File: config.mk
export PLATFORM = sky130hd
export DESIGN_NAME = rxa_alarm_section_ctrl
export DESIGN_NICKNAME = d
export VERILOG_FILES = /design/src/hw/rxa_pkg.sv /design/src/hw/rxa_alarm_section_ctrl.sv
export SDC_FILE = /design/constraint.sdc
export NUM_CORES = 1
export LEC_CHECK = 0
export BUFFER_PORTS_ARGS = -buffer_cell sky130_fd_sc_hd__clkbuf_2
export CORE_MARGIN = 2
export CORE_UTILIZATION = 33
export DETAILED_ROUTE_END_ITERATION = 6
export GPL_TIMING_DRIVEN = 0
export PLACE_DENSITY = 0.58
export SYNTH_ARGS = -nofsm -noshare
export SYNTH_HDL_FRONTEND = slang
export SYNTH_SLANG_ARGS = --single-unit
export TNS_END_PERCENT = 30
File: constraint.sdc
create_clock -name clk -period 4.1 [get_ports clk]
set_clock_uncertainty 0.1 [all_clocks]
set_input_delay 0.82 -clock clk [delete_from_list [all_inputs] [get_ports clk]]
set_output_delay 0.82 -clock clk [all_outputs]
set_load 0.01 [all_outputs]
File: src/hw/rxa_pkg.sv
// constants for the receive alarm and section receiver control bank
package rxa_pkg;
   // -------------------------------------------------------------------
   // register bus
   // -------------------------------------------------------------------
   localparam int ADDR_W = 8;
   localparam int DATA_W = 8;
   localparam logic [7:0] OFS_LINE_AIS = 8'h0c;
   localparam logic [7:0] OFS_PATH_AIS = 8'h0d;
   localparam logic [7:0] OFS_ROUTE1 = 8'h0e;
   localparam logic [7:0] OFS_ROUTE2 = 8'h0f;
   localparam logic [7:0] OFS_SEC_CTRL = 8'h10;
   localparam logic [7:0] OFS_SEC_STAT = 8'h11;
   // -------------------------------------------------------------------
   // reset values
   // -------------------------------------------------------------------
   localparam logic [7:0] RST_LINE_AIS = 8'h30;
   localparam logic [7:0] RST_PATH_AIS = 8'hff;
   localparam logic [7:0] RST_ROUTE = 8'h00;
   localparam logic [7:0] RST_SEC_CTRL = 8'h00;
   // -------------------------------------------------------------------
   // field positions
   // -------------------------------------------------------------------
   localparam int B_LOSINS = 4;
   localparam int B_FRAME_LOSS_AIS_INSERT_EN = 5;
   localparam int B_SIGNAL_FAIL_AIS_INSERT_EN = 6;
   localparam int B_SIGNAL_DEGRADE_AIS_INSERT_EN = 7;
   localparam int B_LOP_AIS = 3;
   localparam int B_LOPCON_AIS = 6;
   localparam int B_PAISCON_AIS = 7;
   localparam int B_OOF_IE = 0;
   localparam int B_LOF_IE = 1;
   localparam int B_LOS_IE = 2;
   localparam int B_BIP_IE = 3;
   localparam int B_ALT_FR = 4;
   localparam int B_FORCE_OUT_OF_FRAME = 5;
   localparam int B_DDS = 6;
   localparam int B_BLK = 7;
   // status: live bits 2..0, sticky bits 6..3, bit 7 unused
   localparam int B_LIVE_LSB = 0;
   localparam int B_STICKY_LSB = 3;
   localparam int N_LIVE = 3;
   localparam int N_STICKY = 4;
   // -------------------------------------------------------------------
   // framing patterns
   // -------------------------------------------------------------------
   localparam logic [7:0] A1_PATTERN = 8'hf6;
   localparam logic [7:0] A2_PATTERN = 8'h28;
   localparam logic [7:0] MASK_FULL = 8'hff;
   localparam logic [7:0] MASK_NIBBLE = 8'hf0;
endpackage

File: src/hw/rxa_alarm_section_ctrl.sv
// receive alarm control and section receiver control/status bank
//
// The implementer's own choice: the plain strobed port.
`timescale 1ns/100ps
module rxa_alarm_section_ctrl
   import rxa_pkg::*;
(
   // clock and reset
   input wire logic clk,
   input wire logic sys_rst,
   // register port
   input wire logic [ADDR_W-1:0] reg_addr,
   input wire logic [DATA_W-1:0] reg_wdata,
   input wire logic reg_wr,
   input wire logic reg_rd,
   output logic [DATA_W-1:0] reg_rdata,
   // line and path alarm states
   input wire logic signal_loss_in,
   input wire logic frame_loss_in,
   input wire logic out_of_frame_in,
   input wire logic line_ais_in,
   input wire logic line_rdi_in,
   input wire logic degrade_ber_in,
   input wire logic fail_ber_in,
   input wire logic pointer_loss_in,
   input wire logic cell_delin_loss_in,
   input wire logic path_ais_in,
   input wire logic path_rdi_in,
   input wire logic path_enh_rdi_in,
   input wire logic label_mismatch_in,
   input wire logic concat_violation_in,
   input wire logic concat_pointer_loss_in,
   input wire logic concat_path_ais_in,
   // section parity check, one pulse per frame
   input wire logic b1_check_vld,
   input wire logic [7:0] b1_err_bits,
   // framing bytes
   input wire logic frame_boundary,
   input wire logic fr_byte_vld,
   input wire logic [7:0] fr_byte,
   input wire logic fr_first_a1,
   input wire logic fr_is_a2,
   input wire logic fr_last_a2,
   // receive data stream
   input wire logic rx_in_vld,
   input wire logic [7:0] rx_in_data,
   input wire logic [7:0] scr_keystream,
   // outputs
   output logic path_ais_insert,
   output logic force_cell_delin_loss,
   output logic alarm_summary_output,
   output logic section_irq,
   output logic force_oof_pulse,
   output logic alt_framing_select,
   output logic descrambler_bypass,
   output logic block_parity_count,
   output logic b1_inc_vld,
   output logic [3:0] b1_inc,
   output logic fr_check_done,
   output logic fr_pattern_ok,
   output logic rx_out_vld,
   output logic [7:0] rx_out_data
);

   // -------------------------------------------------------------------
   // state
   // -------------------------------------------------------------------
   typedef struct packed {
      logic [7:0] line_ais;
      logic [7:0] path_ais;
      logic [7:0] route1;
      logic [7:0] route2;
      logic [7:0] ctrl;
      logic [N_STICKY-1:0] sticky;
      logic [N_LIVE-1:0] live;
      logic force_out_of_frame_pend;
      logic force_oof;
      logic ais;
      logic lcd;
      logic summary;
      logic irq;
      logic [7:0] rd_data;
      logic b1_vld;
      logic [3:0] b1_inc;
      logic fr_miss;
      logic fr_done;
      logic fr_ok;
      logic rx_vld;
      logic [7:0] rx_data;
   } rxa_state_t;

   localparam rxa_state_t ST_RST = '{
      line_ais: RST_LINE_AIS,
      path_ais: RST_PATH_AIS,
      route1: RST_ROUTE,
      route2: RST_ROUTE,
      ctrl: RST_SEC_CTRL,
      default: '0
   };

   rxa_state_t r_q;
   rxa_state_t r_d;

   // -------------------------------------------------------------------
   // combinational helpers
   // -------------------------------------------------------------------
   logic [N_LIVE-1:0] live_now;
   logic [15:0] alarm_vec;
   logic [15:0] route_en;
   logic ais_cause;
   logic [3:0] bit_cnt;
   logic fr_examined;
   logic fr_mism;
   logic [7:0] fr_expect;
   logic [7:0] fr_mask;
   logic wr_ctrl;
   logic rd_stat;
   logic b1_err;

   assign live_now = {signal_loss_in, frame_loss_in, out_of_frame_in};
   // vector positions match the route enable bit order, reserved slots zero
   assign alarm_vec = {1'b0, fail_ber_in, degrade_ber_in, line_rdi_in,
                       line_ais_in, out_of_frame_in, frame_loss_in,
                       signal_loss_in, concat_violation_in, 1'b0,
                       label_mismatch_in, path_enh_rdi_in, path_rdi_in,
                       path_ais_in, cell_delin_loss_in, pointer_loss_in};
   assign route_en = {r_q.route2, r_q.route1};
   assign wr_ctrl = reg_wr && (reg_addr == OFS_SEC_CTRL);
   assign rd_stat = reg_rd && (reg_addr == OFS_SEC_STAT);
   assign b1_err = b1_check_vld && (|b1_err_bits);

   always_comb
   begin
      ais_cause = (signal_loss_in && r_q.line_ais[B_LOSINS])
         || (frame_loss_in && r_q.line_ais[B_FRAME_LOSS_AIS_INSERT_EN])
         || (fail_ber_in && r_q.line_ais[B_SIGNAL_FAIL_AIS_INSERT_EN])
         || (degrade_ber_in && r_q.line_ais[B_SIGNAL_DEGRADE_AIS_INSERT_EN])
         || (pointer_loss_in && r_q.path_ais[B_LOP_AIS])
         || (concat_pointer_loss_in && r_q.path_ais[B_LOPCON_AIS])
         || (concat_path_ais_in && r_q.path_ais[B_PAISCON_AIS]);
   end

   // errored bits of one B1 byte
   always_comb
   begin
      bit_cnt = 4'h0;
      for (int i = 0; i < 8; i++)
      begin
         bit_cnt = bit_cnt + 4'(b1_err_bits[i]);
      end
   end

   // framing pattern compare
   always_comb
   begin
      fr_expect = fr_is_a2 ? A2_PATTERN : A1_PATTERN;
      fr_mask = MASK_FULL;
      fr_examined = 1'b1;
      if (r_q.ctrl[B_ALT_FR])
      begin
         // only 12 bits count, the rest of the pattern is ignored
         fr_examined = fr_first_a1 || fr_last_a2;
         fr_mask = fr_last_a2 ? MASK_NIBBLE : MASK_FULL;
      end
      fr_mism = fr_examined && (|((fr_byte ^ fr_expect) & fr_mask));
   end

   // -------------------------------------------------------------------
   // next state
   // -------------------------------------------------------------------
   always_comb
   begin
      r_d = r_q;
      // register writes; reserved bits are kept as written
      if (reg_wr)
      begin
         case (reg_addr)
            OFS_LINE_AIS: r_d.line_ais = reg_wdata;
            OFS_PATH_AIS: r_d.path_ais = reg_wdata;
            OFS_ROUTE1: r_d.route1 = reg_wdata;
            OFS_ROUTE2: r_d.route2 = reg_wdata;
            OFS_SEC_CTRL: r_d.ctrl = reg_wdata & ~(8'h01 << B_FORCE_OUT_OF_FRAME);
            default: r_d.ctrl = r_q.ctrl;
         endcase
      end

      // force out of frame waits for the frame boundary
      r_d.force_oof = r_q.force_out_of_frame_pend && frame_boundary;
      r_d.force_out_of_frame_pend = (r_q.force_out_of_frame_pend && !frame_boundary)
         || (wr_ctrl && reg_wdata[B_FORCE_OUT_OF_FRAME]);

      // automatic path AIS and the cell delineation loss it forces
      r_d.ais = ais_cause;
      r_d.lcd = ais_cause;

      r_d.summary = |(alarm_vec & route_en);

      // sticky status: set wins over the clear of a status read
      r_d.live = live_now;
      if (rd_stat)
      begin
         r_d.sticky = '0;
      end
      r_d.sticky[0] = r_d.sticky[0] || (live_now[0] ^ r_q.live[0]);
      r_d.sticky[1] = r_d.sticky[1] || (live_now[1] ^ r_q.live[1]);
      r_d.sticky[2] = r_d.sticky[2] || (live_now[2] ^ r_q.live[2]);
      r_d.sticky[3] = r_d.sticky[3] || b1_err;

      // interrupt from next sticky and next enables, so it tracks the flops
      r_d.irq = |(r_d.sticky
         & r_d.ctrl[B_BIP_IE:B_OOF_IE]);

      // read data, one cycle after the strobe; unmapped reads zero
      r_d.rd_data = 8'h00;
      if (reg_rd)
      begin
         case (reg_addr)
            OFS_LINE_AIS: r_d.rd_data = r_q.line_ais;
            OFS_PATH_AIS: r_d.rd_data = r_q.path_ais;
            OFS_ROUTE1: r_d.rd_data = r_q.route1;
            OFS_ROUTE2: r_d.rd_data = r_q.route2;
            OFS_SEC_CTRL: r_d.rd_data = r_q.ctrl;
            OFS_SEC_STAT: r_d.rd_data = {1'b0, r_q.sticky, r_q.live};
            default: r_d.rd_data = 8'h00;
         endcase
      end

      // B1 error count increment
      r_d.b1_vld = b1_check_vld;
      r_d.b1_inc = 4'h0;
      if (b1_check_vld)
      begin
         r_d.b1_inc = r_q.ctrl[B_BLK] ? {3'h0, b1_err} : bit_cnt;
      end

      // framing check accumulates over one A1/A2 group
      r_d.fr_done = 1'b0;
      if (fr_byte_vld)
      begin
         r_d.fr_miss = fr_first_a1 ? fr_mism : (r_q.fr_miss || fr_mism);
         if (fr_last_a2)
         begin
            r_d.fr_done = 1'b1;
            r_d.fr_ok = !(r_q.fr_miss || fr_mism);
         end
      end

      // descrambler, bypassed on request
      r_d.rx_vld = rx_in_vld;
      if (rx_in_vld)
      begin
         r_d.rx_data = r_q.ctrl[B_DDS] ? rx_in_data
            : (rx_in_data ^ scr_keystream);
      end
   end

   always_ff @(posedge clk or posedge sys_rst)
   begin
      if (sys_rst)
      begin
         r_q <= ST_RST;
      end
      else
      begin
         r_q <= r_d;
      end
   end

   // -------------------------------------------------------------------
   // outputs
   // -------------------------------------------------------------------
   assign reg_rdata = r_q.rd_data;
   assign path_ais_insert = r_q.ais;
   assign force_cell_delin_loss = r_q.lcd;
   assign alarm_summary_output = r_q.summary;
   assign section_irq = r_q.irq;
   assign force_oof_pulse = r_q.force_oof;
   assign alt_framing_select = r_q.ctrl[B_ALT_FR];
   assign descrambler_bypass = r_q.ctrl[B_DDS];
   assign block_parity_count = r_q.ctrl[B_BLK];
   assign b1_inc_vld = r_q.b1_vld;
   assign b1_inc = r_q.b1_inc;
   assign fr_check_done = r_q.fr_done;
   assign fr_pattern_ok = r_q.fr_ok;
   assign rx_out_vld = r_q.rx_vld;
   assign rx_out_data = r_q.rx_data;
endmodule // rxa_alarm_section_ctrl

==> reports/metrics.cfg <==
[outcome]
status = completed

[sta]
post-route-min-period_ns = 3.152
hold_violations = 0
relSlewSlack_pct = 44.76
clock.fmax_mhz = 317.3
worst_pin_slew_ns = 0.8223
setup_slack_ns = 0.9483
rsz0062_at_grt = no
maxSlewViolCount = 0
setup_tns_ns = 0
period_share_pct = 76.87
setup_viol = 0

[synth]
syn_area_um2 = 3877
netlist_instances = 315
yosysUniqueCellTypes = 51
yosys_warnings = 0
synth_flop_cell = dfrtp_1
ys_seq_elements = 76
ys_seq_area_share_pct = 49.37
synth_edf_count = 0
async_flop_share_pct = 100.0
synth.net_count = 398
syn_avg_cell_area_um2 = 12.31

[placed_design]
port_buffers = 106
pre_cts_slack_ns = 0.5838
dp_hpwl_mm = 6.960
gp_congestion = 0.8281

[critical_path]
crit_buf_inv = 4
start_kind = primary input
critPathArrivalTime_ns = 3.31
crit_slowest_cell = fa_1
crit_chain = clkbuf_2 -> fa_1 -> inv_1 -> fa_1 -> fa_1 -> inv_1 -> ha_1 -> inv_1 -> fa_1 -> xor2_1 -> nor2_1
path_delay_family = adder cells
crit_top_cell = fa_1
slowest_delay_ns = 0.54
required_ns = 4.26
critPathCaptureType = flip-flop
path_class = in -> reg
path_max_fanout = 2

[grt]
grt_use_total_pct = 15.13
grt_pass1_wl_mm = 14.82
grt_overflow = 0
grt_max_degree = 62
antenna_found_initial = 0
first_global_vias = 2869

[cells_and_area]
drive_gt1_share_pct = 48.86
diodes = 0
syn2layout_area_growth_pct = 25.88
multi_input_area_um2 = 1662
seqCellArea_um2 = 1914
fin_nets = 516
fillerInstances = 1144

[clock_tree]
cts_root_buffer = clkbuf_16
clockBufferDepth = 2
cts_tree = yes
cts_buffers = 9
clock_sinks = 76
cts_resized = 0
htree_levels = 3
cts_hold_buf = 0
clk_latency_ns = 0.33
postCtsSetupRepairBufs = 0
clkSlewWorstSetupHoldPaths_ns = 0.06

[floorplan]
dieArea_um2 = 12630
die_h_um = 112.4
die_w_um = 112.4
pin_count = 107
core_um2 = 11420
rows = 39
initial_utilization_pct = 33.96

[routing]
ant_nets = 0
wirelength_mm = 9.271
avgViaCountPerCell = 4.842
drc_errors = 0
dr.first_iter.drc_count = 108
wl_per_cell_um = 15.96
vias = 2813
drtPass1Iterations = 4

[power]
p_comb_share_pct = 15.6
finalPower_mw = 1.828
powerDensity_nw_per_um2 = 374.6
p_clk_share_pct = 39.1
seqPwrFrac_pct = 45.3
intPower_mw = 1.372
switching_share_pct = 24.95
p_sw_uw = 456.1
peakVddDrop_mv = 0.2084
leakage_nw = 2.418

[job]
drv_cap = 0

[worst_hold_path]
hold_class = in -> async

[power by group through the flow]
stage                     combinational [mW]  clock (mW)  sequential [mW]
after floorplan                        0.171           0            0.836
after global placement                 0.282           0            0.839
after detailed placement               0.291           0            0.840
after CTS                              0.292       0.735            0.827
after global routing                   0.320       0.773            0.833
final                                  0.286       0.715            0.827
[layer usage]
layer,part of all wire (%),GRT usage (%),vias up
met5,0,0,-
met4,0.76,3.415,0
met3,4.2,4.158,9
met2,49,24.58,78
met1,46,20.38,1384
li1,-,-,1342
[worst register-to-register path: stages (launching register included)]
cell	delay [ns]
dfrtp_1	0.39
mux4_2	0.53
a22oi_1	0.20
nor2b_1	0.06
[sequential cells by signal (all words and copies together) (netlist names), 4 cells and up]
register     cells
rx_out_data      8
reg_rdata        8
b1_inc           4
r_q             45
[area by class of cell]
| cell class | instances | share of cell area, % |
|---|---|---|
| plain buffers | 30 | 4.332 |
| clock buffers | 14 | 5.204 |
| clock inverters | 2 | 0.2051 |
| inverters | 24 | 1.897 |
| multi-input cells | 185 | 34.04 |
| flip-flops and latches | 76 | 39.22 |
| well taps | 143 | 3.666 |
| repair buffers | 107 | 11.43 |
[synthesized netlist by cell type (3+ instances only)]
master,n,area (um2)
clkbuf_1,3,11.26
xnor2_1,8,70.07
or2_2,3,18.77
xor2_1,4,35.03
and4b_1,3,30.03
ha_1,4,50.05
a22oi_1,12,90.09
buf_2,4,20.02
mux4_2,8,180.2
mux2_2,41,461.7
nand4_1,4,25.02
dfstp_2,10,262.8
nand3_1,3,15.01
inv_1,24,90.09
nor2b_1,17,106.4
nand2_1,7,26.28
nor2_1,13,48.80
a31oi_1,4,25.02
o2bb2ai_1,3,26.28
dfrtp_1,66,1652
fa_1,4,80.08
o31ai_1,3,22.52
a21oi_1,10,50.05
buf_4,21,157.7
[kinds of logic after synthesis]
| family | synth area share (%) |
|---|---|
| flip-flops | 49.37 |
| AND/OR/NAND/NOR | 11.07 |
| buffers and inverters | 7.777 |
| multiplexers | 16.81 |
| AO/OA/AOI/OAI | 8.907 |
| XOR/XNOR | 2.711 |
| adder cells (fa/ha/maj) | 3.356 |
[layout by cell type, fill, tap and decap left out, types with 4 or more instances in the layout]
cell       instances
clkbuf_2         106
buf_2              4
mux4_2             8
nor2b_1           17
clkbuf_1           7
inv_1             23
nor2_1            13
clkbuf_16          9
nand2_1            7
a21oi_1           10
dfrtp_1           66
dfstp_2           10
xnor2_1            8
a22oi_1           12
xor2_1             4
a31oi_1            4
mux2_2            41
buf_4             21
fa_1               4
nand4_1            4
ha_1               4
[through the flow]
stage | hold slack (ns) | std cells | util, % | area [um2]
floorplan | 0.3319 | 315 | - | 3877
global placement | 0.3447 | 564 | 40.17 | 4587
detailed placement | 0.3666 | 565 | 40.43 | 4617
CTS | 0.3074 | 581 | 42.75 | 4881
global route | 0.3109 | 581 | 42.75 | 4881
finish | 0.3090 | 581 | 42.75 | 4881
[path summary, 6_finish.rpt]
| path | start | endpoint | slack (ns) | cells after the start |
|---|---|---|---|---|
| hold / removal | sys_rst | rx_out_data[3]$_DFFE_PP0P_ | 0.31 | 2 |
| min in group clk | r_q[11]$_DFFE_PP0P_ | fr_pattern_ok$_DFFE_PP0P_ | 0.37 | 1 |
| max in group asynchronous | sys_rst | r_q[64]$_DFFE_PP1P_ | 2.96 | 3 |
| setup reg to reg | r_q[49]$_DFFE_PP0P_ | reg_rdata[3]$_DFF_PP0_ | 2.70 | 3 |
| setup / recovery | b1_err_bits[0] | b1_inc[2]$_DFF_PP0_ | 0.95 | 11 |
| hold reg to reg | r_q[11]$_DFFE_PP0P_ | fr_pattern_ok$_DFFE_PP0P_ | 0.37 | 1 |
No activity file was read; power rests on OpenSTA's default activity.
